## config.mk

```make
export PLATFORM = sky130hd
export DESIGN_NAME = smpwm_top
export DESIGN_NICKNAME = d
export VERILOG_FILES = /design/src/hdl/smpwm_pkg.sv /design/src/hdl/smpwm_top.sv
export SDC_FILE = /design/constraint.sdc
export NUM_CORES = 1
export LEC_CHECK = 0
export ABC_AREA = 1
export BUFFER_PORTS_ARGS = -buffer_cell sky130_fd_sc_hd__buf_4
export CAP_MARGIN = 25
export CORE_UTILIZATION = 25
export DETAILED_ROUTE_END_ITERATION = 12
export HOLD_SLACK_MARGIN = 0.03
export PLACE_DENSITY = 0.46
export SETUP_SLACK_MARGIN = 0.5
export SYNTH_ARGS = -nofsm -noshare
export SYNTH_HDL_FRONTEND = slang
export SYNTH_SLANG_ARGS = --single-unit
```

## constraint.sdc

```tcl
create_clock -name sys_clk_in -period 10.2 [get_ports sys_clk_in]
set_clock_uncertainty 0.05 [all_clocks]
set_input_delay 1.53 -clock sys_clk_in [delete_from_list [all_inputs] [get_ports sys_clk_in]]
set_output_delay 1.53 -clock sys_clk_in [all_outputs]
set_load 0.05 [all_outputs]
```

## src/hdl/smpwm_pkg.sv

```systemverilog
package smpwm_pkg;

  // Register byte offsets on the APB bus
  localparam logic [7:0] OFF_TB_CTL  = 8'h00;
  localparam logic [7:0] OFF_PERIOD  = 8'h04;
  localparam logic [7:0] OFF_DUTY    = 8'h08;
  localparam logic [7:0] OFF_PHASE   = 8'h0c;
  localparam logic [7:0] OFF_OUT_CTL = 8'h10;
  localparam logic [7:0] OFF_BLANK   = 8'h14;
  localparam logic [7:0] OFF_STATUS  = 8'h18;

  // Widths
  localparam int CNT_W   = 13;
  localparam int BLCNT_W = 8;

  // time_base_control fields
  localparam int TB_EN_BIT   = 0;
  localparam int TB_SYNC_BIT = 1;
  localparam int TB_SRC_LO   = 2;
  localparam int TB_W        = 5;

  // output_control fields
  localparam int OC_MODE_LO = 0;
  localparam int OC_CLM_BIT = 2;
  localparam int OC_CRM_BIT = 3;
  localparam int OC_FDL_BIT = 4;
  localparam int OC_FDH_BIT = 5;
  localparam int OC_FEN_BIT = 6;
  localparam int OC_W       = 7;

  // blanking_control fields
  localparam int BL_HR_BIT  = 15;
  localparam int BL_HF_BIT  = 14;
  localparam int BL_LR_BIT  = 13;
  localparam int BL_LF_BIT  = 12;
  localparam int BL_FLT_BIT = 11;
  localparam int BL_CL_BIT  = 10;
  localparam int BL_DUR_HI  = 9;
  localparam int BL_DUR_LO  = 3;
  localparam logic [15:0] BL_MASK = 16'hfff8;

  // Pin pair modes
  localparam logic [1:0] MODE_COMPL = 2'h0;
  localparam logic [1:0] MODE_INDEP = 2'h1;
  localparam logic [1:0] MODE_PP    = 2'h2;

  // Blanking step: time in ns and its cycle count, rounded up
  localparam int CLK_PERIOD_NS = 5;
  localparam int BLANK_STEP_NS = 8;
  localparam int BLANK_STEP_CYC =
    (BLANK_STEP_NS + CLK_PERIOD_NS - 1) / CLK_PERIOD_NS;

  // Time base state, Gray along idle -> run
  typedef enum logic [1:0] {
    SMPWM_IDLE = 2'b00,
    SMPWM_RUN  = 2'b01
  } smpwm_state_t;

  // APB request bundle
  typedef struct packed {
    logic        psel;
    logic        penable;
    logic        pwrite;
    logic [7:0]  paddr;
    logic [31:0] pwdata;
  } smpwm_apb_req_t;

  // All state of the generator
  typedef struct packed {
    smpwm_state_t         st;
    logic [TB_W-1:0]      tb_ctl;
    logic [CNT_W-1:0]     period;
    logic [CNT_W-1:0]     duty;
    logic [CNT_W-1:0]     phase;
    logic [OC_W-1:0]      out_ctl;
    logic [15:0]          blank;
    logic [CNT_W-1:0]     pcnt;
    logic [CNT_W-1:0]     duty_act;
    logic [CNT_W-1:0]     phase_act;
    logic                 pp_sel;
    logic                 hi;
    logic                 lo;
    logic [BLCNT_W-1:0]   blcnt;
    logic                 flt_latch;
    logic                 cl_latch;
    logic                 sync_pulse;
    logic                 trig;
    logic                 pready;
    logic                 pslverr;
    logic [31:0]          prdata;
  } smpwm_state_s_t;

endpackage

```

## src/hdl/smpwm_top.sv

```systemverilog
// Functional notes
// - High output edges start blanking when enabled.
// - Low output edges start blanking when enabled.
// - Fault input blanked when its enable set.
// - Current-limit input blanked when enable set.
// - Duration bits 9:3, two 5 ns cycles (10 ns) per count.
// - Output asserted while counter <= duty.
// - Output deasserted once counter exceeds duty.
// - Counter resets after reaching period.
// - Complementary mode: low is inverse of high.
// - Push-pull alternates high and low each cycle.
// - Push-pull phases share identical duty.
// - Phase added to primary counter.
// - Current limit truncates output, applies override data.
// - Override holds until next cycle begins.
// - Current reset restarts time base after off.
// - Constant off-time uses current reset, complement.
// - Primary rollover loads duty and phase.
// - Primary time base makes event trigger.
// - External sync resets time base on source.
// - Period match emits sync output pulse.
// - Fault data bit1 drives high, bit0 low.
module smpwm_top (
  input  wire logic        sys_clk_in,
  input  wire logic        rst_n_in,
  input  wire logic        ce_in,
  input  wire logic        psel_in,
  input  wire logic        penable_in,
  input  wire logic        pwrite_in,
  input  wire logic [7:0]  paddr_in,
  input  wire logic [31:0] pwdata_in,
  input  wire logic [7:0]  sync_src_in,
  input  wire logic        fault_in,
  input  wire logic        curlim_in,
  input  wire logic        cur_reset_in,
  output logic             pready_out,
  output logic             pslverr_out,
  output logic [31:0]      prdata_out,
  output logic             high_output_out,
  output logic             low_output_out,
  output logic             sync_pulse_out,
  output logic             trig_out
);

  smpwm_pkg::smpwm_apb_req_t req;        // Bundled bus request
  smpwm_pkg::smpwm_state_s_t state_reg;  // All flops
  smpwm_pkg::smpwm_state_s_t state_next; // Their next value

  assign req.psel    = psel_in;
  assign req.penable = penable_in;
  assign req.pwrite  = pwrite_in;
  assign req.paddr   = paddr_in;
  assign req.pwdata  = pwdata_in;

  localparam int BLCNT_W = smpwm_pkg::BLCNT_W; // Blank counter width

  // Next-state logic for time base, waveform, blanking and registers
  always_comb begin
    logic [smpwm_pkg::CNT_W-1:0]   gen_cnt;   // Generator count
    logic                          wave;      // Raw active waveform
    logic                          match;     // Primary period match
    logic                          ext_rst;   // External time base reset
    logic                          start;     // New PWM cycle begins
    logic                          blanking;  // Blank window open
    logic                          flt_seen;  // Fault after blanking
    logic                          cl_seen;   // Limit after blanking
    logic                          ovr;       // Override in force
    logic                          hi_n;      // Next high output
    logic                          lo_n;      // Next low output
    logic                          trig_edge; // Any enabled edge
    logic [6:0]                    dur;       // Blank duration field
    logic                          access;    // Completing bus beat
    logic [31:0]                   rdata;     // Read mux
    logic                          mapped;    // Address decodes
    state_next = state_reg;
    gen_cnt    = '0;
    wave       = 1'b0;
    match      = 1'b0;
    ext_rst    = 1'b0;
    start      = 1'b0;
    blanking   = 1'b0;
    flt_seen   = 1'b0;
    cl_seen    = 1'b0;
    ovr        = 1'b0;
    hi_n       = 1'b0;
    lo_n       = 1'b0;
    trig_edge  = 1'b0;
    dur        = '0;
    access     = 1'b0;
    rdata      = '0;
    mapped     = 1'b1;
    state_next.sync_pulse = 1'b0;
    state_next.trig       = 1'b0;

    // Blanking gates the inputs for as long as the counter runs
    blanking = (state_reg.blcnt != '0);
    flt_seen = fault_in &
      ~(state_reg.blank[smpwm_pkg::BL_FLT_BIT] & blanking);
    cl_seen = curlim_in &
      ~(state_reg.blank[smpwm_pkg::BL_CL_BIT] & blanking);

    case (state_reg.st)
      // Disabled: counters and latches cleared, shadows loaded, outputs low
      smpwm_pkg::SMPWM_IDLE: begin
        state_next.pcnt      = '0;
        state_next.pp_sel    = 1'b0;
        state_next.hi        = 1'b0;
        state_next.lo        = 1'b0;
        state_next.blcnt     = '0;
        state_next.flt_latch = 1'b0;
        state_next.cl_latch  = 1'b0;
        state_next.duty_act  = state_reg.duty;
        state_next.phase_act = state_reg.phase;
        if (state_reg.tb_ctl[smpwm_pkg::TB_EN_BIT]) begin
          state_next.st = smpwm_pkg::SMPWM_RUN;
        end
      end
      // Running time base
      smpwm_pkg::SMPWM_RUN: begin
        // Phase shift pulls the generator ahead of the primary count
        gen_cnt = state_reg.pcnt + state_reg.phase_act;
        wave = (gen_cnt <= state_reg.duty_act);
        match = (state_reg.pcnt >= state_reg.period);
        // Sync source chosen by the three-bit select
        if (state_reg.tb_ctl[smpwm_pkg::TB_SYNC_BIT] &&
            sync_src_in[state_reg.tb_ctl[smpwm_pkg::TB_SRC_LO +: 3]]) begin
          ext_rst = 1'b1;
        end
        // Reset honoured only once the on-time is over
        if (state_reg.out_ctl[smpwm_pkg::OC_CRM_BIT] && cur_reset_in &&
            !wave) begin
          ext_rst = 1'b1;
        end
        start = match | ext_rst;
        if (start) begin
          state_next.pcnt = '0;
          // Shadows load only when a new cycle starts (period match or external reset), so a cycle never tears
          state_next.duty_act  = state_reg.duty;
          state_next.phase_act = state_reg.phase;
          state_next.pp_sel    = ~state_reg.pp_sel;
          state_next.flt_latch = 1'b0;
          state_next.cl_latch  = 1'b0;
        end else begin
          state_next.pcnt = state_reg.pcnt + 1'b1;
        end
        if (match) begin
          state_next.sync_pulse = 1'b1;
          state_next.trig       = 1'b1;
        end
        // Fault and limit latch until the next cycle starts; a trip in
        // the start cycle wins over the clear, so it is never lost
        if (state_reg.out_ctl[smpwm_pkg::OC_FEN_BIT] && flt_seen) begin
          state_next.flt_latch = 1'b1;
        end
        if (state_reg.out_ctl[smpwm_pkg::OC_CLM_BIT] && cl_seen) begin
          state_next.cl_latch = 1'b1;
        end
        ovr = state_next.flt_latch | state_next.cl_latch;
        // Pin pair steering
        case (state_reg.out_ctl[smpwm_pkg::OC_MODE_LO +: 2])
          smpwm_pkg::MODE_COMPL: begin
            hi_n = wave;
            lo_n = ~wave;
          end
          smpwm_pkg::MODE_INDEP: begin
            hi_n = wave;
            lo_n = wave;
          end
          smpwm_pkg::MODE_PP: begin
            // Same duty compare feeds both pins, so no DC bias
            hi_n = wave & ~state_next.pp_sel;
            lo_n = wave & state_next.pp_sel;
          end
          default: begin
            hi_n = 1'b0;
            lo_n = 1'b0;
          end
        endcase
        // Pins follow the compare one stage late, so each full cycle shows
        // duty + 1 - phase asserted counts
        if (ovr) begin
          hi_n = state_reg.out_ctl[smpwm_pkg::OC_FDH_BIT];
          lo_n = state_reg.out_ctl[smpwm_pkg::OC_FDL_BIT];
        end
        state_next.hi = hi_n;
        state_next.lo = lo_n;
        // Enabled output edges retrigger the blanking window
        trig_edge =
          (state_reg.blank[smpwm_pkg::BL_HR_BIT] & hi_n & ~state_reg.hi) |
          (state_reg.blank[smpwm_pkg::BL_HF_BIT] & ~hi_n & state_reg.hi) |
          (state_reg.blank[smpwm_pkg::BL_LR_BIT] & lo_n & ~state_reg.lo) |
          (state_reg.blank[smpwm_pkg::BL_LF_BIT] & ~lo_n & state_reg.lo);
        dur = state_reg.blank[smpwm_pkg::BL_DUR_HI:smpwm_pkg::BL_DUR_LO];
        if (trig_edge) begin
          // Each count adds one 8 ns step, rounded up to whole cycles
          state_next.blcnt =
            BLCNT_W'(dur * smpwm_pkg::BLANK_STEP_CYC);
        end else if (blanking) begin
          state_next.blcnt = state_reg.blcnt - 1'b1;
        end
        if (!state_reg.tb_ctl[smpwm_pkg::TB_EN_BIT]) begin
          state_next.st = smpwm_pkg::SMPWM_IDLE;
        end
      end
      default: begin
        state_next.st = smpwm_pkg::SMPWM_IDLE;
      end
    endcase

    // APB slave: one wait state, then pready for one cycle
    access = req.psel & req.penable & state_reg.pready;
    case (req.paddr)
      smpwm_pkg::OFF_TB_CTL:  rdata = 32'(state_reg.tb_ctl);
      smpwm_pkg::OFF_PERIOD:  rdata = 32'(state_reg.period);
      smpwm_pkg::OFF_DUTY:    rdata = 32'(state_reg.duty);
      smpwm_pkg::OFF_PHASE:   rdata = 32'(state_reg.phase);
      smpwm_pkg::OFF_OUT_CTL: rdata = 32'(state_reg.out_ctl);
      smpwm_pkg::OFF_BLANK:   rdata = 32'(state_reg.blank);
      smpwm_pkg::OFF_STATUS:  rdata = 32'({state_reg.cl_latch,
                                           state_reg.flt_latch,
                                           state_reg.lo, state_reg.hi,
                                           state_reg.pcnt});
      default: begin
        rdata  = '0;
        mapped = 1'b0;
      end
    endcase
    if (req.psel && req.penable && !state_reg.pready) begin
      state_next.pready  = 1'b1;
      state_next.pslverr = ~mapped;
      state_next.prdata  = req.pwrite ? '0 : rdata;
    end else begin
      state_next.pready  = 1'b0;
      state_next.pslverr = 1'b0;
      state_next.prdata  = '0;
    end
    // Writes land on the completing edge only
    if (access && req.pwrite && mapped) begin
      case (req.paddr)
        smpwm_pkg::OFF_TB_CTL:
          state_next.tb_ctl = req.pwdata[smpwm_pkg::TB_W-1:0];
        smpwm_pkg::OFF_PERIOD:
          state_next.period = req.pwdata[smpwm_pkg::CNT_W-1:0];
        smpwm_pkg::OFF_DUTY:
          state_next.duty = req.pwdata[smpwm_pkg::CNT_W-1:0];
        // Phase should only move while the output is off
        smpwm_pkg::OFF_PHASE:
          state_next.phase = req.pwdata[smpwm_pkg::CNT_W-1:0];
        smpwm_pkg::OFF_OUT_CTL:
          state_next.out_ctl = req.pwdata[smpwm_pkg::OC_W-1:0];
        smpwm_pkg::OFF_BLANK:
          state_next.blank = req.pwdata[15:0] & smpwm_pkg::BL_MASK;
        default: begin
          state_next.tb_ctl = state_next.tb_ctl;
        end
      endcase
    end
  end

  // State register; clock enable low freezes everything
  always_ff @(posedge sys_clk_in or negedge rst_n_in) begin
    if (!rst_n_in) begin
      state_reg <= '0;
    end else if (ce_in) begin
      state_reg <= state_next;
    end
  end

  // Outputs straight from flops
  assign pready_out      = state_reg.pready;
  assign pslverr_out     = state_reg.pslverr;
  assign prdata_out      = state_reg.prdata;
  assign high_output_out = state_reg.hi;
  assign low_output_out  = state_reg.lo;
  assign sync_pulse_out  = state_reg.sync_pulse;
  assign trig_out        = state_reg.trig;

endmodule

```

==> impl_metrics.yaml <==
run_status:
  status: "finished, final reports clean"
setup_path:
  crit_path_frequent_cell: "nand2_1"
  startpoint_type: "flip-flop"
  cp_top_family: "simple AND/OR/NAND/NOR gates"
  r2r_start: "state_reg[75]"
  worstRegToRegCells: 29
  max_stage_delay_ns: 0.46
  timing.rr.end: "state_reg[74]"
  cpMaxStageDelayCell: "inv_2"
  worst-path-buf-inv: 5
  cp.required_ns: 10.42
  r2r_setup_slack_ns: 5.41
  critical_path_class: "flip-flop to flip-flop"
  cp-end-kind: "flip-flop"
  cp_max_fo: 34
  cp.arrival_ns: 5.01
floorplanning:
  die_h_microns: 179
  num_rows: 64
  die_w_microns: 179
  die-area_sq_mm: 0.0320
  start_util_pct: 25.5
  core_sq_mm: 0.0307
  ios: 95
logic_synthesis:
  syn_inst: 972
  syn_area_sq_mm: 0.00781
  synth_warnings: 0
  syn_area_per_cell_sq_um: 8.04
  synth_cell_types: 50
  synth_area_leaders: "dfrtp_1, nand2_1, o21ai_0, ha_1, inv_1"
  synth-edff-count: 0
  synth.top_cell.area_share_pct: 43.9
  synthFlopType: "dfrtp_1"
  seq_area_frac_synth_pct: 43.9
  yosysTopAreaCell: "dfrtp_1"
  ys_async_sr_fraction_pct: 100
  ys_seq_elements: 137
layout:
  antenna_cells: 0
  nets: 1119
  multiInputGateArea_sq_mm: 0.00359
  largest_reg_flops: 115
  final_common_cell: "nand2_1"
  final-seq-area_sq_mm: 0.00343
  final_cell_mix: "nand2_1, dfrtp_1, inv_1"
  final.fill_count: 3351
  final_layout_size_suffix_gt1_share_pct: 13.3
  area_growth_pct: 18.2
detailed_routing:
  dr.pass1.iters: 7
  wl_microns: 22200
  viasPerCell: 4.42
  drt_iter0_drc: 449
  via_count: 6320
  drc: 0
  postRouteAntennaNets: 0
  wl_per_cell_microns: 15.5
grt:
  antenna_found_initial: 5
  grt_use_total_pct: 14.7
  grt_pass1_wl_microns: 35000
  grt-ovfl-total: 0
  grt_pass1_vias: 6060
  grt_max_degree: 76
power:
  switchingPower_mw: 0.287
  p_per_area_mw_per_mm2: 140
  p_comb_share_pct: 4.5
  pwr-share-clk_pct: 53.3
  ir_worst_vdd_mv: 0.107
  power.leakage_nw: 4.41
  swShare_pct: 22.2
  seq_power_share_pct: 42.2
  internal_power_mw: 1.00
placed_design:
  gp_congestion: 0.829
  preCtsSetupSlack_ns: 4.73
  dpl.hpwl_microns: 17000
  io_buffer_count: 63
sta:
  tightestPinTransition_ns: 0.998
  slew_headroom_pct: 31.7
  finalHoldViolCount: 0
  maxSlewViolCount: 0
  rsz0062_at_grt: "no"
  finalSetupTns_ns: 0
  fin_crit_ns: 4.79
  setup_viol: 0
  min_period_over_period_pct: 47.0
  fin_ws_ns: 5.41
  max_freq_mhz: 209
clock_tree:
  post-cts-setup-buffers: 0
  cts_hold_buffers: 0
  ctsResizeCount: 0
  cts_tree: "built"
  cts_max_level: 4
  root_buffer: "clkbuf_16"
  numCtsBuffers: 17
  clock_tree.buffer_depth: 2
  clock_sinks: 137
  worstSkewPairLatency_ns: 0.42
  clkTransAtPathRegs_ns: 0.06
min_path:
  worstHoldStart: "state_reg[148]"
  hold_depth: 2
  min_path_type: "flip-flop to flip-flop"
  min_to: "state_reg[148]"
run:
  maxCapViolCount: 0
-- tightest hold or removal path: stages (launching register included) --
cell     delay, ns
dfrtp_1       0.34
nand2_1       0.05
o21ai_0       0.06
-- per-layer routing --
layer / part of all wire (%) / global-route usage (%) / routed length (microns)
met4: 1.7 / 4.77 / 370
met2: 44 / 22.1 / 9860
met3: 4.8 / 3.24 / 1070
met5: 0.15 / 0 / 33
met1: 49 / 20.6 / 10900
-- cell type report --
type	instances	area share, %
Inverter	138	5.61
Sequential cell	137	37.1
Multi-Input combinational cell	656	38.9
Clock inverter	12	2.13
Clock buffer	20	4.95
Tap cell	396	5.37
Timing Repair Buffer	70	5.92
-- logic make-up (layout without fill, tap and decap cells) --
family / Yosys count / after routing / share of synthesized area [%]
AND/OR/NAND/NOR: 394 / 394 / 22.0
buffers and inverters: 193 / 240 / 10.9
AO/OA/AOI/OAI: 178 / 178 / 13.3
flip-flops: 137 / 137 / 43.9
adder cells (fa/ha/maj): 42 / 42 / 6.82
XOR/XNOR: 25 / 25 / 2.80
multiplexers: 2 / 2 / 0.272
other: 1 / 15 / 0.0480
-- synth_stat cells, types with 2 or more instances --
cell type / number
nor3_1: 12
clkbuf_1: 19
nor4_1: 3
nor2_2: 3
a32o_1: 2
nand2_2: 9
a2111oi_0: 3
nand3_1: 19
and2_1: 2
a21oi_1: 23
a221oi_1: 8
buf_2: 2
nor2_4: 4
buf_4: 33
o2111ai_1: 3
inv_1: 131
a22o_1: 8
nand2_4: 4
o211ai_1: 3
nand2_1: 275
xor2_1: 18
xnor2_1: 7
ha_1: 41
inv_2: 6
nor2_1: 46
o22ai_1: 10
o221ai_1: 4
nand4_1: 5
nand3_2: 5
dfrtp_1: 137
o21ai_0: 108
-- worst max path at each step --
stage                        startpoint            end  slack [ns]  depth (start not counted)
final                     state_reg[75]  state_reg[74]        5.41                         29
after global routing      state_reg[75]  state_reg[69]        4.88                         30
after CTS                 state_reg[75]  state_reg[74]        4.69                         28
after detailed placement  state_reg[75]  state_reg[74]        4.73                         28
after global placement    state_reg[75]  state_reg[74]        4.78                         29
after floorplan           state_reg[75]  state_reg[43]        6.13                         35
-- per-stage QoR --
| stage | hold slack (ns) | total power [mW] | cells | cell area, sq um | utilization (%) |
|---|---|---|---|---|---|
| after CTS | 0.438 | 1.31 | 1427 | 9200 | 30.0 |
| after detailed placement | 0.423 | 0.614 | 1395 | 8550 | 27.9 |
| after floorplan | 0.403 | 0.586 | 986 | 7870 | - |
| after global placement | 0.416 | 0.613 | 1393 | 8530 | 27.8 |
| final | 0.433 | 1.29 | 1429 | 9230 | 30.1 |
| after global routing | 0.458 | 1.33 | 1429 | 9230 | 30.1 |
-- power by group through the flow --
stage / logic [mW] / registers, mW / clock network (mW)
final: 0.0586 / 0.545 / 0.688
after global routing: 0.0654 / 0.545 / 0.724
after CTS: 0.0591 / 0.545 / 0.704
after detailed placement: 0.0590 / 0.555 / 0
after global placement: 0.0588 / 0.555 / 0
after floorplan: 0.0290 / 0.557 / 0
(Power assumes the default switching activity.)
